===== src/sop_pkg.sv =====
// constants and types for the safe output and preset control block
package sop_pkg;
    // system clock and supply monitor timing
    localparam int CLK_HZ = 250_000_000;
    localparam int OV_TIME_MS = 200;
    localparam int OV_CYCLES = OV_TIME_MS * (CLK_HZ / 1000);

    // register byte offsets
    localparam logic [7:0] ADR_DEV_LIMIT = 8'h00;
    localparam logic [7:0] ADR_STANDSTILL = 8'h04;
    localparam logic [7:0] ADR_STATUS = 8'h08;
    localparam logic [7:0] ADR_FAULT = 8'h0C;

    // deviation limit in increments, reset value and legal range
    localparam logic [15:0] DEV_LIMIT_RST = 16'h03E8;
    localparam logic [15:0] DEV_LIMIT_MIN = 16'h0032;
    localparam logic [15:0] DEV_LIMIT_MAX = 16'h0FA0;

    // standstill tolerance in increments per integration interval
    localparam logic [2:0] TOL_RST = 3'h1;
    localparam logic [2:0] TOL_MIN = 3'h1;
    localparam logic [2:0] TOL_MAX = 3'h5;

    // status register bit positions
    localparam int ST_SAFETY_OK = 0;
    localparam int ST_ACTIVE = 1;
    localparam int ST_DONE = 2;
    localparam int ST_REJECTED = 3;
    localparam int ST_PASSIVE = 4;
    localparam int ST_PD_PASSIVE = 5;
    localparam int ST_STARTUP = 6;
    localparam int ST_STATE = 8;

    // latched fault bit positions
    localparam int FLT_COMM = 0;
    localparam int FLT_DEV = 1;
    localparam int FLT_TELEGRAM = 2;
    localparam int FLT_OVERVOLT = 3;
    localparam int FLT_HW = 4;
    localparam int FLT_SPEED = 5;
    localparam int FLT_W = 6;

    typedef enum logic [2:0] {
        P_IDLE, P_ARMED, P_CHECK, P_WAIT
    } sop_preset_e;

    typedef enum logic [1:0] {
        RUN_OFF, RUN_ON, RUN_DFLASH
    } sop_run_e;
endpackage


===== src/sop_top.sv =====
// safe output passivation and preset handshake with a wishbone slave
// How it works
// - from reset until the safety session first runs, safe outputs are zero
// - a safety communication error passivates the safe outputs
// - channel deviation above limit or a bad telegram passivates outputs
// - overvoltage held longer than 200 ms passivates the safe outputs
// - any internal hardware fault passivates the safe outputs
// - dual scanning variant passivates on the overspeed trip
// - with clean primary diagnosis the process channel stays live
// - a primary diagnosis error zeroes the process channel, not the safe outputs
// - prepare high clears the safety ok flag; master goes safe
// - trigger rising edge captures the preset and sets active
// - active returns to zero when execution has finished
// - preconditions checked; if met, captured value loads as position
// - failed precondition: no load, rejected flag set
// - successful preset sets the done flag
// - prepare back to zero restores the safety ok flag
// - link indicator lit only when ready with ethernet link up
// - drop from operational to safe_op changes run indicator to double flash
// - preset rejected unless speed within standstill tolerance 1 to 5
// - deviation limit 50 to 4000 increments, default 1000
`timescale 1ns/10ps
module sop_top import sop_pkg::*; #(
    parameter int POS_W = 16,
    parameter int OV_LIMIT = OV_CYCLES,
    parameter bit DUAL_MAG = 1'b1
) (
    // clock and reset
    input wire logic MCLK,
    input wire logic RST,
    // wishbone slave
    input wire logic CYC_I,
    input wire logic STB_I,
    input wire logic WE_I,
    input wire logic [7:0] ADR_I,
    input wire logic [31:0] DAT_I,
    input wire logic [3:0] SEL_I,
    output logic [31:0] DAT_O,
    output logic ACK_O,
    // live position and diagnosis from the sensing logic
    input wire logic [POS_W-1:0] POS_TURNS,
    input wire logic [POS_W-1:0] POS_WITHIN,
    input wire logic [15:0] CH_DEVIATION,
    input wire logic [15:0] SPEED_INC,
    input wire logic TELEGRAM_BAD,
    input wire logic HW_FAULT,
    input wire logic OVERSPEED,
    input wire logic PRIMARY_DIAG_ERR,
    // supply monitor pin, asynchronous
    input wire logic OVERVOLT_PIN,
    // safety protocol stack
    input wire logic SAFE_SESSION_UP,
    input wire logic COMM_ERR,
    input wire logic ERR_ACK,
    input wire logic PRESET_PREPARE,
    input wire logic PRESET_TRIGGER,
    input wire logic [POS_W-1:0] PRESET_VALUE_TURNS,
    input wire logic [POS_W-1:0] PRESET_VALUE_WITHIN_TURN,
    // fieldbus state for indicators
    input wire logic DEV_READY,
    input wire logic ETH_LINK,
    input wire logic BUS_OP,
    input wire logic BUS_SAFE_OP,
    // safe channel data and status
    output logic [POS_W-1:0] SAFE_TURNS,
    output logic [POS_W-1:0] SAFE_WITHIN,
    output logic SAFE_PASSIVE,
    output logic SAFETY_OK_FLAG,
    output logic PRESET_ACTIVE,
    output logic PRESET_DONE,
    output logic PRESET_REJECTED,
    // non-safe process data channel
    output logic [POS_W-1:0] PD_TURNS,
    output logic [POS_W-1:0] PD_WITHIN,
    // new position load towards the sensing logic
    output logic LOAD_STB,
    output logic [POS_W-1:0] LOAD_TURNS,
    output logic [POS_W-1:0] LOAD_WITHIN,
    // indicators
    output logic LINK_LED,
    output logic [1:0] RUN_LED_MODE
);
    localparam int OVC_W = $clog2(OV_LIMIT + 1);

    // refused at elaboration, before any logic is built
    if (POS_W < 1 || POS_W > 32) begin : g_bad_pos_w
        $error("POS_W must lie in 1..32");
    end
    if (OV_LIMIT < 1) begin : g_bad_ov_limit
        $error("OV_LIMIT must be at least one cycle");
    end

    function automatic logic [15:0] merge16(input logic [15:0] old,
                                            input logic [15:0] wr,
                                            input logic [1:0] sel);
        merge16 = {sel[1] ? wr[15:8] : old[15:8], sel[0] ? wr[7:0] : old[7:0]};
    endfunction

    // ---------------- wishbone slave ----------------
    logic ack_q;
    logic [31:0] dat_q;
    logic [15:0] dev_limit_q;
    logic [2:0] tol_q;
    wire bus_req = CYC_I & STB_I & ~ack_q;
    wire bus_wr = bus_req & WE_I;
    wire wr_dev = bus_wr & (ADR_I == ADR_DEV_LIMIT);
    wire wr_tol = bus_wr & (ADR_I == ADR_STANDSTILL) & SEL_I[0];
    wire wr_flt = bus_wr & (ADR_I == ADR_FAULT) & SEL_I[0];
    wire [15:0] dev_new = merge16(dev_limit_q, DAT_I[15:0], SEL_I[1:0]);
    wire [2:0] tol_new = DAT_I[2:0];
    // out-of-range values are dropped so the limits stay legal
    wire dev_ok = (dev_new >= DEV_LIMIT_MIN) && (dev_new <= DEV_LIMIT_MAX);
    wire tol_ok = (tol_new >= TOL_MIN) && (tol_new <= TOL_MAX)
        && (DAT_I[7:3] == 5'h00);

    logic [FLT_W-1:0] flt_q;
    logic [31:0] status_w;
    logic [31:0] rd_w;
    always_comb begin
        case (ADR_I)
            ADR_DEV_LIMIT: rd_w = {16'h0000, dev_limit_q};
            ADR_STANDSTILL: rd_w = {29'h0000_0000, tol_q};
            ADR_STATUS: rd_w = status_w;
            ADR_FAULT: rd_w = {{(32-FLT_W){1'b0}}, flt_q};
            default: rd_w = 32'h0000_0000;
        endcase
    end

    always_ff @(posedge MCLK or posedge RST) begin
        if (RST) begin
            ack_q <= 1'b0;
            dat_q <= 32'h0000_0000;
            dev_limit_q <= DEV_LIMIT_RST;
            tol_q <= TOL_RST;
        end else begin
            ack_q <= bus_req;
            dat_q <= bus_req ? rd_w : 32'h0000_0000;
            if (wr_dev && dev_ok) begin
                dev_limit_q <= dev_new;
            end
            if (wr_tol && tol_ok) begin
                tol_q <= tol_new;
            end
        end
    end
    assign ACK_O = ack_q;
    assign DAT_O = dat_q;

    // ---------------- overvoltage filter ----------------
    logic ov_s1_q;
    logic ov_s2_q;
    logic [OVC_W-1:0] ov_cnt_q;
    wire [OVC_W-1:0] ov_last = OVC_W'(OV_LIMIT - 1);
    wire ov_trip = ov_s2_q & (ov_cnt_q == ov_last);
    always_ff @(posedge MCLK or posedge RST) begin
        if (RST) begin
            ov_s1_q <= 1'b0;
            ov_s2_q <= 1'b0;
            ov_cnt_q <= '0;
        end else begin
            ov_s1_q <= OVERVOLT_PIN;
            ov_s2_q <= ov_s1_q;
            if (!ov_s2_q) begin
                ov_cnt_q <= '0;
            end else if (!ov_trip) begin
                ov_cnt_q <= ov_cnt_q + OVC_W'(1);
            end
        end
    end

    // ---------------- passivation ----------------
    logic startup_q;
    wire dev_exceed = CH_DEVIATION > dev_limit_q;
    wire [FLT_W-1:0] flt_set = {
        DUAL_MAG & OVERSPEED,
        HW_FAULT,
        ov_trip,
        TELEGRAM_BAD,
        dev_exceed,
        COMM_ERR
    };
    // a fault still present wins over the clear, so it cannot be lost
    wire [FLT_W-1:0] flt_clr = (wr_flt ? DAT_I[FLT_W-1:0] : '0)
        | {FLT_W{ERR_ACK}};
    wire passive_w = startup_q | (|flt_q);

    always_ff @(posedge MCLK or posedge RST) begin
        if (RST) begin
            startup_q <= 1'b1;
            flt_q <= '0;
        end else begin
            if (SAFE_SESSION_UP) begin
                startup_q <= 1'b0;
            end
            flt_q <= (flt_q & ~flt_clr) | flt_set;
        end
    end

    // ---------------- preset handshake ----------------
    sop_preset_e st_q;
    sop_preset_e st_d;
    logic trig_q;
    logic active_q;
    logic done_q;
    logic rej_q;
    logic safety_ok_q;
    logic [POS_W-1:0] cap_turns_q;
    logic [POS_W-1:0] cap_within_q;
    logic load_q;
    logic [POS_W-1:0] load_turns_q;
    logic [POS_W-1:0] load_within_q;
    // relies on the master holding the trigger low while arming
    wire trig_rise = PRESET_TRIGGER & ~trig_q;
    wire standstill = SPEED_INC <= {13'h0000, tol_q};
    wire preset_ok = standstill & ~passive_w & PRESET_PREPARE;

    always_comb begin
        st_d = st_q;
        case (st_q)
            P_IDLE: if (PRESET_PREPARE) st_d = P_ARMED;
            P_ARMED: begin
                if (!PRESET_PREPARE) begin
                    st_d = P_IDLE;
                end else if (trig_rise) begin
                    st_d = P_CHECK;
                end
            end
            P_CHECK: st_d = P_WAIT;
            P_WAIT: if (!PRESET_PREPARE) st_d = P_IDLE;
            default: st_d = P_IDLE;
        endcase
    end

    always_ff @(posedge MCLK or posedge RST) begin
        if (RST) begin
            st_q <= P_IDLE;
            trig_q <= 1'b0;
            active_q <= 1'b0;
            done_q <= 1'b0;
            rej_q <= 1'b0;
            safety_ok_q <= 1'b0;
            cap_turns_q <= '0;
            cap_within_q <= '0;
            load_q <= 1'b0;
            load_turns_q <= '0;
            load_within_q <= '0;
        end else begin
            st_q <= st_d;
            trig_q <= PRESET_TRIGGER;
            load_q <= 1'b0;
            safety_ok_q <= ~PRESET_PREPARE & ~passive_w;
            if (st_q == P_IDLE && PRESET_PREPARE) begin
                done_q <= 1'b0;
                rej_q <= 1'b0;
            end
            if (st_q == P_ARMED && PRESET_PREPARE && trig_rise) begin
                cap_turns_q <= PRESET_VALUE_TURNS;
                cap_within_q <= PRESET_VALUE_WITHIN_TURN;
                active_q <= 1'b1;
            end
            if (st_q == P_CHECK) begin
                active_q <= 1'b0;
                if (preset_ok) begin
                    load_q <= 1'b1;
                    load_turns_q <= cap_turns_q;
                    load_within_q <= cap_within_q;
                    done_q <= 1'b1;
                end else begin
                    rej_q <= 1'b1;
                end
            end
        end
    end

    // ---------------- data channels and indicators ----------------
    logic [POS_W-1:0] safe_turns_q;
    logic [POS_W-1:0] safe_within_q;
    logic [POS_W-1:0] pd_turns_q;
    logic [POS_W-1:0] pd_within_q;
    logic passive_q;
    logic link_q;
    logic was_op_q;
    sop_run_e run_q;
    wire pd_passive = PRIMARY_DIAG_ERR;

    always_ff @(posedge MCLK or posedge RST) begin
        if (RST) begin
            safe_turns_q <= '0;
            safe_within_q <= '0;
            pd_turns_q <= '0;
            pd_within_q <= '0;
            passive_q <= 1'b1;
            link_q <= 1'b0;
            was_op_q <= 1'b0;
            run_q <= RUN_OFF;
        end else begin
            passive_q <= passive_w;
            safe_turns_q <= passive_w ? '0 : POS_TURNS;
            safe_within_q <= passive_w ? '0 : POS_WITHIN;
            pd_turns_q <= pd_passive ? '0 : POS_TURNS;
            pd_within_q <= pd_passive ? '0 : POS_WITHIN;
            link_q <= DEV_READY & ETH_LINK;
            if (BUS_OP) begin
                was_op_q <= 1'b1;
                run_q <= RUN_ON;
            end else if (BUS_SAFE_OP && was_op_q) begin
                run_q <= RUN_DFLASH;
            end else begin
                was_op_q <= 1'b0;
                run_q <= RUN_OFF;
            end
        end
    end

    always_comb begin
        status_w = 32'h0000_0000;
        status_w[ST_SAFETY_OK] = safety_ok_q;
        status_w[ST_ACTIVE] = active_q;
        status_w[ST_DONE] = done_q;
        status_w[ST_REJECTED] = rej_q;
        status_w[ST_PASSIVE] = passive_q;
        status_w[ST_PD_PASSIVE] = pd_passive;
        status_w[ST_STARTUP] = startup_q;
        status_w[ST_STATE +: 3] = st_q;
    end

    assign SAFE_TURNS = safe_turns_q;
    assign SAFE_WITHIN = safe_within_q;
    assign SAFE_PASSIVE = passive_q;
    assign SAFETY_OK_FLAG = safety_ok_q;
    assign PRESET_ACTIVE = active_q;
    assign PRESET_DONE = done_q;
    assign PRESET_REJECTED = rej_q;
    assign PD_TURNS = pd_turns_q;
    assign PD_WITHIN = pd_within_q;
    assign LOAD_STB = load_q;
    assign LOAD_TURNS = load_turns_q;
    assign LOAD_WITHIN = load_within_q;
    assign LINK_LED = link_q;
    assign RUN_LED_MODE = run_q;

    // ---------------- checks ----------------
    property p_startup_zero;
        @(posedge MCLK) disable iff (RST)
        startup_q |=> SAFE_PASSIVE && SAFE_TURNS == '0 && SAFE_WITHIN == '0;
    endproperty
    a_startup_zero: assert property (p_startup_zero)
        else $error("safe data not zero during start-up");

    property p_comm_err;
        @(posedge MCLK) disable iff (RST)
        COMM_ERR |=> flt_q[FLT_COMM] ##1 SAFE_PASSIVE;
    endproperty
    a_comm_err: assert property (p_comm_err)
        else $error("comm error did not passivate");

    property p_deviation;
        @(posedge MCLK) disable iff (RST)
        (CH_DEVIATION > dev_limit_q) |=> ##1 SAFE_TURNS == '0;
    endproperty
    a_deviation: assert property (p_deviation)
        else $error("deviation above limit left live data");

    property p_overvolt;
        @(posedge MCLK) disable iff (RST)
        (ov_s2_q && ov_cnt_q == ov_last) |=> flt_q[FLT_OVERVOLT];
    endproperty
    a_overvolt: assert property (p_overvolt)
        else $error("overvoltage trip not latched");

    property p_hw_fault;
        @(posedge MCLK) disable iff (RST)
        HW_FAULT |=> ##1 SAFE_PASSIVE && SAFE_WITHIN == '0;
    endproperty
    a_hw_fault: assert property (p_hw_fault)
        else $error("hardware fault left live data");

    property p_pd_channel;
        @(posedge MCLK) disable iff (RST)
        !PRIMARY_DIAG_ERR |=> PD_TURNS == $past(POS_TURNS);
    endproperty
    a_pd_channel: assert property (p_pd_channel)
        else $error("process channel not live");

    property p_pd_passive;
        @(posedge MCLK) disable iff (RST)
        PRIMARY_DIAG_ERR |=> PD_TURNS == '0 && PD_WITHIN == '0;
    endproperty
    a_pd_passive: assert property (p_pd_passive)
        else $error("process channel not zeroed on diagnosis error");

    property p_prepare_clears;
        @(posedge MCLK) disable iff (RST)
        $rose(PRESET_PREPARE) |=> !SAFETY_OK_FLAG;
    endproperty
    a_prepare_clears: assert property (p_prepare_clears)
        else $error("safety ok not cleared by prepare");

    property p_trigger_ack;
        @(posedge MCLK) disable iff (RST)
        (st_q == P_ARMED && PRESET_PREPARE && trig_rise)
            |=> PRESET_ACTIVE ##1 !PRESET_ACTIVE;
    endproperty
    a_trigger_ack: assert property (p_trigger_ack)
        else $error("trigger edge not acknowledged for one cycle");

    property p_outcome;
        @(posedge MCLK) disable iff (RST)
        st_q == P_CHECK |=> (PRESET_DONE ^ PRESET_REJECTED)
            && (LOAD_STB == PRESET_DONE);
    endproperty
    a_outcome: assert property (p_outcome)
        else $error("preset outcome flags inconsistent");

    property p_arm_clears;
        @(posedge MCLK) disable iff (RST)
        (st_q == P_IDLE && PRESET_PREPARE)
            |=> !PRESET_DONE && !PRESET_REJECTED;
    endproperty
    a_arm_clears: assert property (p_arm_clears)
        else $error("arming did not clear outcome flags");
endmodule // sop_top


===== config.mk =====
export PLATFORM = sky130hd
export DESIGN_NAME = sop_top
export DESIGN_NICKNAME = d
export VERILOG_FILES = /design/src/sop_pkg.sv /design/src/sop_top.sv
export SDC_FILE = /design/constraint.sdc
export NUM_CORES = 1
export LEC_CHECK = 0
export ABC_AREA = 1
export BUFFER_PORTS_ARGS = -buffer_cell sky130_fd_sc_hd__buf_2
export CORE_ASPECT_RATIO = 1.4
export CORE_MARGIN = 2
export CORE_UTILIZATION = 35
export DETAILED_ROUTE_END_ITERATION = 6
export PLACE_DENSITY_LB_ADDON = 0.15
export SETUP_SLACK_MARGIN = 0.2
export SYNTH_ARGS = -nofsm -noshare
export SYNTH_HDL_FRONTEND = slang
export SYNTH_SLANG_ARGS = --single-unit

===== constraint.sdc =====
create_clock -name MCLK -period 7 [get_ports MCLK]
set_input_delay 0.7 -clock MCLK [delete_from_list [all_inputs] [get_ports MCLK]]
set_output_delay 0.7 -clock MCLK [all_outputs]
set_load 0.005 [all_outputs]

* After elaboration in Yosys (flattened, before gate mapping)
Index checks and enable logic that the tools add are counted.
** Storage, ports and cells
- Bits in writable memories :: 0
- Bits in latches :: 0
- Register bits after elaboration :: 229
- Memories kept :: 0
- ROM bits :: 0
** Operators by class
- Bitwise gates (word level) :: 23
- Div/mod/pow operators :: 0
- Mux-type cells :: 30
- Reductions and logical operators :: 16
- Equality and inequality tests :: 12
- Add/sub/neg operators :: 1
- $lt $le $gt $ge :: 6
- Multiply operators :: 0
- Shift operators :: 0
** Operators with widths (number)
- 16-bit two-way mux :: 4
- 16-bit one-hot mux with 4 select lines :: 1
- 26-bit two-way mux :: 2
- 32-bit two-way mux :: 1
- 26-bit by 1-bit adder with 26-bit output (second input constant) :: 1
- 26-bit equality test (second input constant) :: 1
- 8-bit by 4-bit equality test with 1-bit output (second input constant) :: 2
- 16-bit by 6-bit greater-or-equal comparator with 1-bit output (second input constant) :: 1
- 16-bit > comparator :: 1
- 16-bit by 12-bit <= comparator with 1-bit output (second input constant) :: 1
- 16-bit by 3-bit <= comparator with 1-bit output :: 1
- 8-bit two-way mux :: 2
- 1-bit AND :: 14
- 1-bit two-way mux :: 12
- 3-bit two-way mux :: 4
- 6-bit bitwise OR :: 2
- 3-bit one-hot mux with 4 select lines :: 1
- 1-bit logical AND :: 9
- 8-bit by 3-bit equality test with 1-bit output (second input constant) :: 1
- 8-bit zero test :: 1
- 2-bit inequality test (second input constant) :: 4
- 6-bit AND :: 1
- 3-bit by 2-bit equality test with 1-bit output (second input constant) :: 2
- 6-bit two-way mux :: 1
- other kinds (14) :: 18

* Logic depth before layout (Yosys ltp)
Gate-level depths: netlist (run 1).
- Word-level depth :: 10
- Depth in mapped cells :: 13

* Worst setup path before layout (run 1)
Ideal clock, no wire load.
- Path type :: in2reg
- Start point :: in SPEED_INC[1]
- End point :: reg load_turns_q[0], in the netlist LOAD_TURNS[0]
- Path slack :: 5.039 ns
- Arrival time :: 1.896 ns
- Data required time :: 6.935 ns
- Library setup time :: 0.065 ns
- Buffers on the path :: 1
- Stages :: 9
- Cells stage by stage :: ha_1 -> a21oi_1 -> nor2_1 -> o21ai_0 -> nand3_2 -> inv_2 -> buf_6 -> nand2_1 -> nand2_1
** Between the ends
- Word-level cells in the longest chain between the ends :: 4
** Ends and longest elaborated chain
- start, declared :: RTL line sop_top.sv:44 : input wire logic [15:0] SPEED_INC,
- 16-bit by 3-bit <= comparator with 1-bit output :: RTL line sop_top.sv:214 : wire standstill = SPEED_INC <= {13'h0000, tol_q};
- 1-bit AND (2 in a row) :: RTL line sop_top.sv:215 : wire preset_ok = standstill & ~passive_w & PRESET_PREPARE;
- 2-bit AND reduction (no line)
- end signal, assigned :: RTL line sop_top.sv:265 : load_turns_q <= cap_turns_q;
- end, declared :: RTL line sop_top.sv:210 : logic [POS_W-1:0] load_turns_q;
Every way passes these cells.
A chain may end at the register's enable or synchronous reset.

* Final worst setup path (run 1)
- Start point :: in PRESET_PREPARE
- End point :: reg load_within_q[9], in the netlist LOAD_WITHIN[9]
** Between the ends
- Word-level cells in the longest chain between the ends :: 2
** Ends and longest elaborated chain
- start, declared :: RTL line sop_top.sv:55 : input wire logic PRESET_PREPARE,
- 1-bit AND :: RTL line sop_top.sv:215
- 2-bit AND reduction (no line)
- end signal, assigned :: RTL line sop_top.sv:266 : load_within_q <= cap_within_q;
- end, declared :: RTL line sop_top.sv:211 : logic [POS_W-1:0] load_within_q;
Every way passes these cells.

==> reports/qor.yml, run 1 <==
swShare: 0.2510
grt_pass1_vias: 7861
routabilityCongestion: 0.8037
crit_type: "primary input to register"
synthAdderAreaFrac: 0.02678
required_ps: 7450
vias: 7782
ctsLongestPathBuffers: 3
cpPeakStageDelay_ps: 800
worst_pin_slew_ps: 833.4
track_usage: 0.1878
end_kind: "register"
syn_inst: 1098
final_cells: 1704
ys_types: 38
fin_skew_ps: 11.66
setup.worst_path.start_class: "primary input"
worstPathArrival_ps: 3600
ys_seq_area_frac: 0.5690
postSynthAreaPerCell_sq_um: 8.509
ios: 297
rr_startpoint: "tol_q[1]"
antenna_found_initial: 8
clkPwrFrac: 0.422
dp.cells: 1656
seqPwrFrac: 0.485
hold_viol: 0
synth_top_area_frac: 0.5437
clock_insertion_delay_worst_skew_ps: 510
setup_viol: 0
fp.dieW_um: 142.1
hp-class: "primary input to asynchronous set/reset pin"
cap_violations: 0
synth_top_family_by_area: "simple AND/OR/NAND/NOR gates"
rr_endpoint: "LOAD_WITHIN[9]"
synth-seq-cells: 212
yosysTopAreaCell: "dfrtp_1"
r2r_setup_slack_ps: 3870
cts_tree: "built"
layout.nets: 1537
drc_errors: 0
h-tree-depth: 1
crit_chain: "buf_2 -> inv_2 -> nor3_1 -> nand2_1 -> nor2_2 -> nand3_2 -> inv_2 -> nand2_1 -> nand2_1"
synth-xor-area-share: 0.005625
p_int_mw: 2.176
start_util: 0.3568
ant_nets: 0
grt_overflow_total: 0
rsz0062_at_grt: "no"
clkTransAtPathRegs_ps: 60
p_per_area_nw_per_um2: 249.7
firstDrtPassIters: 5
cp_common_cell: "nand2_1"
postLayoutCoreUtil: 0.4443
drv_slew: 0
yosys_warnings: 0
netlist_top_cells_area: "dfrtp_1 (54%), nand2_1 (13%), nor2_1 (5.8%)"
hpwl_um: 18430
syn_to_final_growth_pct: 24.53
numCtsBuffers: 24
die_h_um: 197.3
ctsResizeCount: 0
cts_setup_buffers: 0
hold_slack_ps: 249.7
final_common_cell: "nand2_1"
fin_crit_sh: 0.4509
final_cell_mix: "nand2_1 (334), buf_2 (262), dfrtp_1 (203)"
routed_wl_um: 25970
numClockSinks: 212
p_leak_nw: 6.564
cp_slowest_cell: "inv_2"
ir_drop_uv: 168.7
fp.dieArea_sq_um: 28030
cp_max_fo: 36
synth.cell_area_sq_um: 9343
p_comb_frac: 0.093
grt_max_degree: 96
reg2reg_depth: 9
coreArea_sq_um: 26190
synth_compound_area_frac: 0.03241
via_per_inst: 4.567
grt_pass1_wl_um: 41700
rows: 70
fmax_mhz: 316.8
relSlewSlack: 0.4438
switchingPower_mw: 0.7293
min_period_ps: 3156
cts_root_buf: "clkbuf_16"
post_drt_wl_per_cell_um: 15.24
drt_iter0_drc: 454
drive_gt1_frac: 0.2464
ctsHoldBuffers: 0
muxShareOfSynthArea: 0
outcome: "complete, no violations"
port_buffers: 262
final.setup.tns_ps: 0
synth-simple-area-share: 0.2796
## registers in the layout (all words and copies together) (netlist names), 2 cells and up
| signal | cells |
|---|---|
| ov_cnt_q | 26 |
| DAT_O | 16 |
| LOAD_TURNS | 16 |
| LOAD_WITHIN | 16 |
| PD_TURNS | 16 |
| PD_WITHIN | 16 |
| SAFE_TURNS | 16 |
| SAFE_WITHIN | 16 |
| cap_turns_q | 16 |
| cap_within_q | 16 |
| dev_limit_q | 16 |
| flt_q | 6 |
| tol_q | 3 |
| RUN_LED_MODE | 2 |
| st_q | 2 |
## per-stage QoR
step / area (sq um) / total power [mW] / setup WS [ps]
3_3_place_gp: 10860 / 1.699 / 3252
6_report: 11630 / 2.905 / 3844
3_5_place_dp: 10860 / 1.707 / 3198
5_1_grt: 11630 / 3.070 / 3482
4_1_cts: 11620 / 2.948 / 3731
2_1_floorplan: 9399 / 1.594 / 520.7
## synth_stat cells
cell	n
buf_2	3
a21oi_1	23
inv_1	126
o21ai_0	22
clkbuf_1	20
nor4_4	1
o211ai_1	4
inv_6	1
buf_4	18
nor3_1	16
nand4_1	8
nand3b_1	1
nor2_1	145
nor2_2	6
and3_1	1
nand3_1	93
and2_1	1
o21a_1	1
conb_1	1
dfrtp_1	203
nor2_4	1
dfstp_2	9
nand2_1	334
nand4_2	1
buf_6	7
or2_2	2
inv_2	3
xor2_1	3
clkinv_1	2
nand3_2	2
nand2_2	5
o21ai_1	4
ha_1	20
o22ai_1	2
nor3_2	3
nand2_4	2
xnor2_1	3
a211oi_1	1
## cell type report
| cell class | instances | area [sq um] |
|---|---|---|
| fill | 2673 | 14550 |
| sequential | 212 | 5316 |
| multi-input combinational | 721 | 3278 |
| timing repair buffer | 267 | 1349 |
| clock buffer | 37 | 700.7 |
| inverter | 132 | 508.0 |
| tap | 324 | 405.4 |
| clock inverter | 7 | 67.56 |
| antenna | 4 | 10.01 |
## power groups by stage
stage	combinational [mW]	sequential, mW	clock (mW)
global route	0.324	1.43	1.32
global placement	0.271	1.43	0
detailed placement	0.277	1.43	0
floorplan	0.175	1.42	0
CTS	0.278	1.41	1.26
finish	0.269	1.41	1.23
## critical path, delay by kind of cell
family                 cells  cell delay (ps)
buffers and inverters      3             1550
and+or+nand+nor            6             1320
## worst max-delay path by stage
stage | slack (ps) | from | endpoint | depth (start not counted)
after floorplan | 520 | RST | ACK_O | 1
after global placement | 3250 | PRESET_PREPARE | LOAD_TURNS[9] | 9
after detailed placement | 3200 | PRESET_PREPARE | LOAD_WITHIN[0] | 9
after CTS | 3730 | tol_q[1] | LOAD_WITHIN[0] | 9
after global routing | 3480 | tol_q[1] | LOAD_TURNS[0] | 9
final | 3840 | PRESET_PREPARE | LOAD_WITHIN[9] | 9
## routing by layer
layer / global-route usage / vias to the layer above / share of wire
li1: - / 3891 / -
met1: 0.2291 / 3622 / 0.40
met2: 0.3242 / 209 / 0.50
met3: 0.04679 / 52 / 0.067
met4: 0.06185 / 8 / 0.028
met5: 0 / - / 0.0020
## cell families (layout without fill, tap and decap cells)
kind of cell | count (synthesis) | in the layout
XOR/XNOR | 6 | 6
AO/OA/AOI/OAI | 57 | 57
adder cells (fa/ha/maj) | 20 | 20
buffers and inverters | 180 | 443
AND/OR/NAND/NOR | 622 | 622
other | 1 | 20
flip-flops | 212 | 212
Note: power is estimated with default switching activity, not from simulation.
==> run 2, diff against run 1 <==
==> constraint.sdc (replaced) <==
create_clock -name MCLK -period 3.3 [get_ports MCLK]
set_input_delay 0.33 -clock MCLK [delete_from_list [all_inputs] [get_ports MCLK]]
set_output_delay 0.33 -clock MCLK [all_outputs]
set_load 0.005 [all_outputs]
==> run 2 against run 1 <==
Sequential share of layout area shrank 0.70 points. Clock skew shrank 0.96 ps. Global-route usage shrank 0.65 points. Non-clock buffer count grew 14. Critical path type is now register to register. Critical endpoint is now dev_limit_q[1]. Largest cell class unchanged.
==> reports/qor.yml, run 2 (synthesized netlist as in run 1, its figures left out) <==
setup_viol: 0  # unchanged
worstPathArrival_ps: 2490  # -1110 ps
numCtsBuffers: 22  # -8.3%
track_usage: 0.1813  # -0.006516
min-delay-start: "DEV_READY"
fin_skew_ps: 10.70  # -0.9619 ps
largest_reg_flops: 26  # unchanged
coreArea_sq_um: 26190  # unchanged
hold_end: "LINK_LED"
fmax_mhz: 476.5
start_util: 0.3568  # unchanged
setup.worst_path.start_class: "register"
final_common_cell: "nand2_1"
min_period_ps: 2098
final_cell_mix: "nand2_1 (334), buf_2 (262), dfrtp_1 (203)"
drt_iter0_drc: 301  # -34%
drv_slew: 0  # unchanged
crit_family: "simple AND/OR/NAND/NOR gates"
hpwl_um: 18530  # +0.56%
clkTransAtPathRegs_ps: 60  # about the same
grt_overflow_total: 0  # unchanged
die_h_um: 197.3  # unchanged
cp_num_buf_inv: 1  # -2
cts_tree: "built"
final.setup.tns_ps: 0  # unchanged
drc_errors: 0  # unchanged
end_kind: "register"
rows: 70  # unchanged
cts_root_buf: "clkbuf_16"
via_per_inst: 4.555  # -0.27%
numClockSinks: 212  # unchanged
grt_max_degree: 62  # -35%
outcome: "complete, no violations"
grt_pass1_vias: 7710  # -1.9%
hp-class: "primary input to register"
firstDrtPassIters: 5  # unchanged
syn_to_final_growth_pct: 26.48
rsz0062_at_grt: "no"
drive_gt1_frac: 0.2496  # +0.003273
routed_wl_um: 25590  # -1.5%
grt_pass1_wl_um: 40100  # -3.8%
ant_nets: 0  # unchanged
cap_violations: 0  # unchanged
fp.dieW_um: 142.1  # unchanged
cp_common_cell: "nand2_1"
holdPathStages: 3
clock_insertion_delay_worst_skew_ps: 500  # about the same
ctsResizeCount: 0  # unchanged
p_leak_nw: 6.656  # +1.4%
reg2reg_depth: 9  # unchanged
ios: 297  # unchanged
worst_pin_slew_ps: 693.9  # -139.5 ps
rr_endpoint: "dev_limit_q[1]"
required_ps: 3690  # -3760 ps
cp_max_fo: 17  # -53%
crit_type: "register to register"
routabilityCongestion: 0.8155  # +1.5%
cpPeakStageDelay_ps: 540  # -260 ps
hold_viol: 0  # unchanged
vias: 7802  # +0.26%
layout.nets: 1549  # +0.78%
place_ws_ps: 1186  # -2012 ps
antenna_found_initial: 1  # -7
top_register: "ov_cnt_q"
crit_chain: "inv_1 -> o21ai_0 -> nor2_1 -> nand3_1 -> nor2_2 -> nor2_4 -> nand2_4 -> nand2_1 -> nand2_1"
relSlewSlack: 0.5374  # +0.09362
ir_drop_uv: 460.5  # +170%
post_drt_wl_per_cell_um: 14.94  # -2.0%
fin_crit_sh: 0.6359
cp_slowest_cell: "dfstp_2"
fin_ws_ps: 1202  # -2642 ps
r2r_setup_slack_ps: 1200  # -2670 ps
p_per_area_nw_per_um2: 529.9  # +110%
ctsLongestPathBuffers: 3  # unchanged
rr_startpoint: "dev_limit_q[7]"
fp.dieArea_sq_um: 28030  # unchanged
h-tree-depth: 1  # unchanged
port_buffers: 262  # unchanged
==> run 2: what timing repair did <==
item                      4_1_cts  5_1_grt
hold buffers                   10        0
buffers inserted                0        0
hold endpoints to repair       14        0
==> run 2: final cells by class <==
class,count,area [sq um]
Inverter,132,504.2
Clock inverter,9,122.6
Sequential cell,212,5316
Antenna cell,3,7.507
Tap cell,324,405.4
Timing Repair Buffer,281,1516
Multi-Input combinational cell,721,3278
Clock buffer,31,665.6
Fill cell,2637,14370
==> run 2: power breakdown <==
group / switching, mW / total [mW] / internal, mW
registers: 0.138 / 2.99 / 2.85
logic: 0.355 / 0.591 / 0.236
clock network: 1.04 / 2.68 / 1.64
total: 1.53 / 6.26 / 4.73
==> run 2: worst max-delay path by stage <==
stage / start / endpoint / slack, ps / cells after the start
after floorplan: RST / ACK_O / 220 / 1
after global placement: SPEED_INC[1] / LOAD_TURNS[15] / 1180 / 9
after detailed placement: dev_limit_q[7] / dev_limit_q[0] / 1190 / 9
after CTS: dev_limit_q[7] / dev_limit_q[1] / 1160 / 9
after global routing: tol_q[1] / LOAD_TURNS[11] / 1000 / 9
final: dev_limit_q[7] / dev_limit_q[1] / 1200 / 9
==> run 2: routing by layer <==
layer  wire length [um]  global-route usage  vias to the layer above
met5                  0                   0                        -
met4                552             0.05370                        0
met3               1642             0.04073                       31
met2              13060              0.3206                      205
met1              10340              0.2199                     3657
li1                   -                   -                     3909
==> run 2: tightest hold or removal path: stages <==
cell and delay, ps:
buf_2 80, nand2_1 40, inv_1 40
==> run 2: through the flow <==
step	hold WS, ps	cells	power, mW	area, sq um	util
after floorplan	331.2	1113	3.383	9403	-
after global placement	302.9	1660	3.615	10920	0.4170
after detailed placement	302.1	1660	3.635	10920	0.4170
after CTS	3.856	1710	6.364	11810	0.4509
after global routing	10.25	1711	6.581	11810	0.4510
final	21.64	1713	6.261	11820	0.4512
==> run 3, diff against run 2 <==
==> constraint.sdc (replaced) <==
create_clock -name MCLK -period 2 [get_ports MCLK]
set_input_delay 0.2 -clock MCLK [delete_from_list [all_inputs] [get_ports MCLK]]
set_output_delay 0.2 -clock MCLK [all_outputs]
set_load 0.005 [all_outputs]
==> run 3 against run 2 <==
Largest power group unchanged. Maximum frequency grew 25%. Register-to-register slack lost 880 ps. Via count grew 3.8%. Worst setup slack lost 880 ps. Critical path type unchanged.
==> reports/qor.yml, run 3 (synthesized netlist as in run 1, its figures left out) <==
clock_insertion_delay_worst_skew_ps: 500  # about the same
via_per_inst: 4.511  # -0.96%
numCtsBuffers: 23  # +4.5%
cts_root_buf: "clkbuf_16"
cp_max_fo: 5  # -12
hpwl_um: 18890  # +2.0%
p_per_area_nw_per_um2: 803.3  # +52%
vias: 8097  # +3.8%
coreArea_sq_um: 26190  # unchanged
p_leak_nw: 7.029  # +5.6%
hold_viol: 0  # unchanged
top_register: "ov_cnt_q"
crit_chain: "ha_1 -> nand2_1 -> nor2_2 -> nand2_1 -> nor3_1 -> xnor2_1 -> nor2_1"
final_common_cell: "nand2_1"
setup_viol: 0  # unchanged
grt_max_degree: 81  # +31%
fp.dieW_um: 142.1  # unchanged
cap_violations: 0  # unchanged
cp_slowest_cell: "dfrtp_1"
worst_pin_slew_ps: 566.2  # -127.7 ps
clkTransAtPathRegs_ps: 60  # about the same
fmax_mhz: 596.9  # +25%
numClockSinks: 212  # unchanged
ctsLongestPathBuffers: 3  # unchanged
end_kind: "register"
setup.worst_path.start_class: "register"
finalPower_mw: 10.18  # +63%
antenna_found_initial: 1  # unchanged
crit_type: "register to register"
final.setup.tns_ps: 0  # unchanged
port_buffers: 262  # unchanged
place_ws_ps: 172.0  # -1014 ps
fin_skew_ps: 10.58  # -0.1172 ps
rows: 70  # unchanged
routed_wl_um: 26780  # +4.6%
worstPathArrival_ps: 2050  # -440 ps
n_fill_cell: 2552  # -3.2%
syn_to_final_growth_pct: 35.61
grt_overflow_total: 0  # unchanged
postLayoutCoreUtil: 0.4838  # +0.03258
final_cell_mix: "nand2_1 (334), buf_2 (262), dfrtp_1 (203)"
final_cells: 1795  # +4.8%
cts_tree: "built"
drive_gt1_frac: 0.2456  # -0.004061
required_ps: 2370  # -1320 ps
crit_family: "simple AND/OR/NAND/NOR gates"
ant_nets: 0  # unchanged
post_drt_wl_per_cell_um: 14.92  # -0.16%
cp_common_cell: "nand2_1"
min_period_ps: 1675  # -423.0 ps
die_h_um: 197.3  # unchanged
ios: 297  # unchanged
relSlewSlack: 0.6204  # +0.08306
drt_iter0_drc: 384  # +28%
firstDrtPassIters: 4  # -1
fin_ws_ps: 324.6  # -877.0 ps
grt_pass1_wl_um: 42320  # +5.6%
drv_slew: 0  # unchanged
h-tree-depth: 1  # unchanged
dp.cells: 1674  # +0.84%
fp.dieArea_sq_um: 28030  # unchanged
layout.nets: 1636  # +5.6%
drc_errors: 0  # unchanged
outcome: "complete, no violations"
hp-class: "primary input to register"
grt_pass1_vias: 8089  # +4.9%
cp_num_buf_inv: 0  # -1
track_usage: 0.1895  # +0.008169
largest_reg_flops: 26  # unchanged
ir_drop_uv: 660.2  # +43%
rsz0062_at_grt: "yes"
fin_crit_sh: 0.8377  # +0.2018
routabilityCongestion: 0.8641  # +6.0%
start_util: 0.3568  # unchanged
cpPeakStageDelay_ps: 370  # -170 ps
## run 3: cell count changes in the layout (fill, tap and decap cells not counted), moves of 2 or more
cell and change:
clkbuf_1 +7, buf_4 +13, clkbuf_8 -3, nor2_2 +2, diode_2 -2, clkbuf_16 +2, buf_12 +4, clkinv_2 -5
dlygate4sd3_1 +66, nor2_1 -2
## run 3: area by class of cell
type | count | area (sq um) | area share
repair buffers | 367 | 2416 | 0.1907
flip-flops and latches | 212 | 5316 | 0.4196
clock inverters | 3 | 67.56 | 0.005333
multi-input cells | 721 | 3302 | 0.2606
diodes | 1 | 2.502 | 0.0001975
inverters | 132 | 509.2 | 0.04019
well taps | 324 | 405.4 | 0.03200
clock buffers | 35 | 650.6 | 0.05135
## run 3: worst paths after layout
check	from	to	cells after the start	slack, ps
max reg2reg	ov_cnt_q[0]	ov_cnt_q[24]	7	320
max in group asynchronous	RST	dev_limit_q[6]	4	1020
min	STB_I	ACK_O	3	20
max	ov_cnt_q[0]	ov_cnt_q[24]	7	320
min reg2reg	ov_s1_q	ov_s2_q	0	350
min in group asynchronous	RST	cap_within_q[5]	3	220
## run 3: through the flow
stage	area, sq um	hold slack, ps
floorplan	9403	231.4
detailed placement	11050	192.7
global placement	11050	192.4
CTS	12530	19.49
global route	12670	28.79
finish	12670	23.77
## run 3: worst min-delay path: stages
cell and delay (ps):
buf_2 90, nand2_1 80, nor2_2 90
## run 3: what timing repair did
action                                 in CTS  in global routing
setup endpoints to repair                  27                 50
cloned                                      0                  3
hold buffers                               76                  0
endpoints found under the hold margin     187                  0
gates resized for setup                     1                 11
setup buffers                               0                  3
pin swaps                                   0                  1
## run 3: power breakdown
part | total (mW) | leakage (nW) | switching, mW | internal, mW
registers | 4.95 | 2.78 | 0.236 | 4.71
clock network | 4.13 | 0.344 | 1.65 | 2.48
logic | 1.10 | 3.91 | 0.614 | 0.487
## run 3: per-layer routing
layer,GRT usage,up-vias,part of all wire
met5,0,-,0
met4,0.04704,0,0.019
met3,0.04121,35,0.061
met2,0.3371,210,0.51
met1,0.2328,3775,0.41
li1,-,4077,-
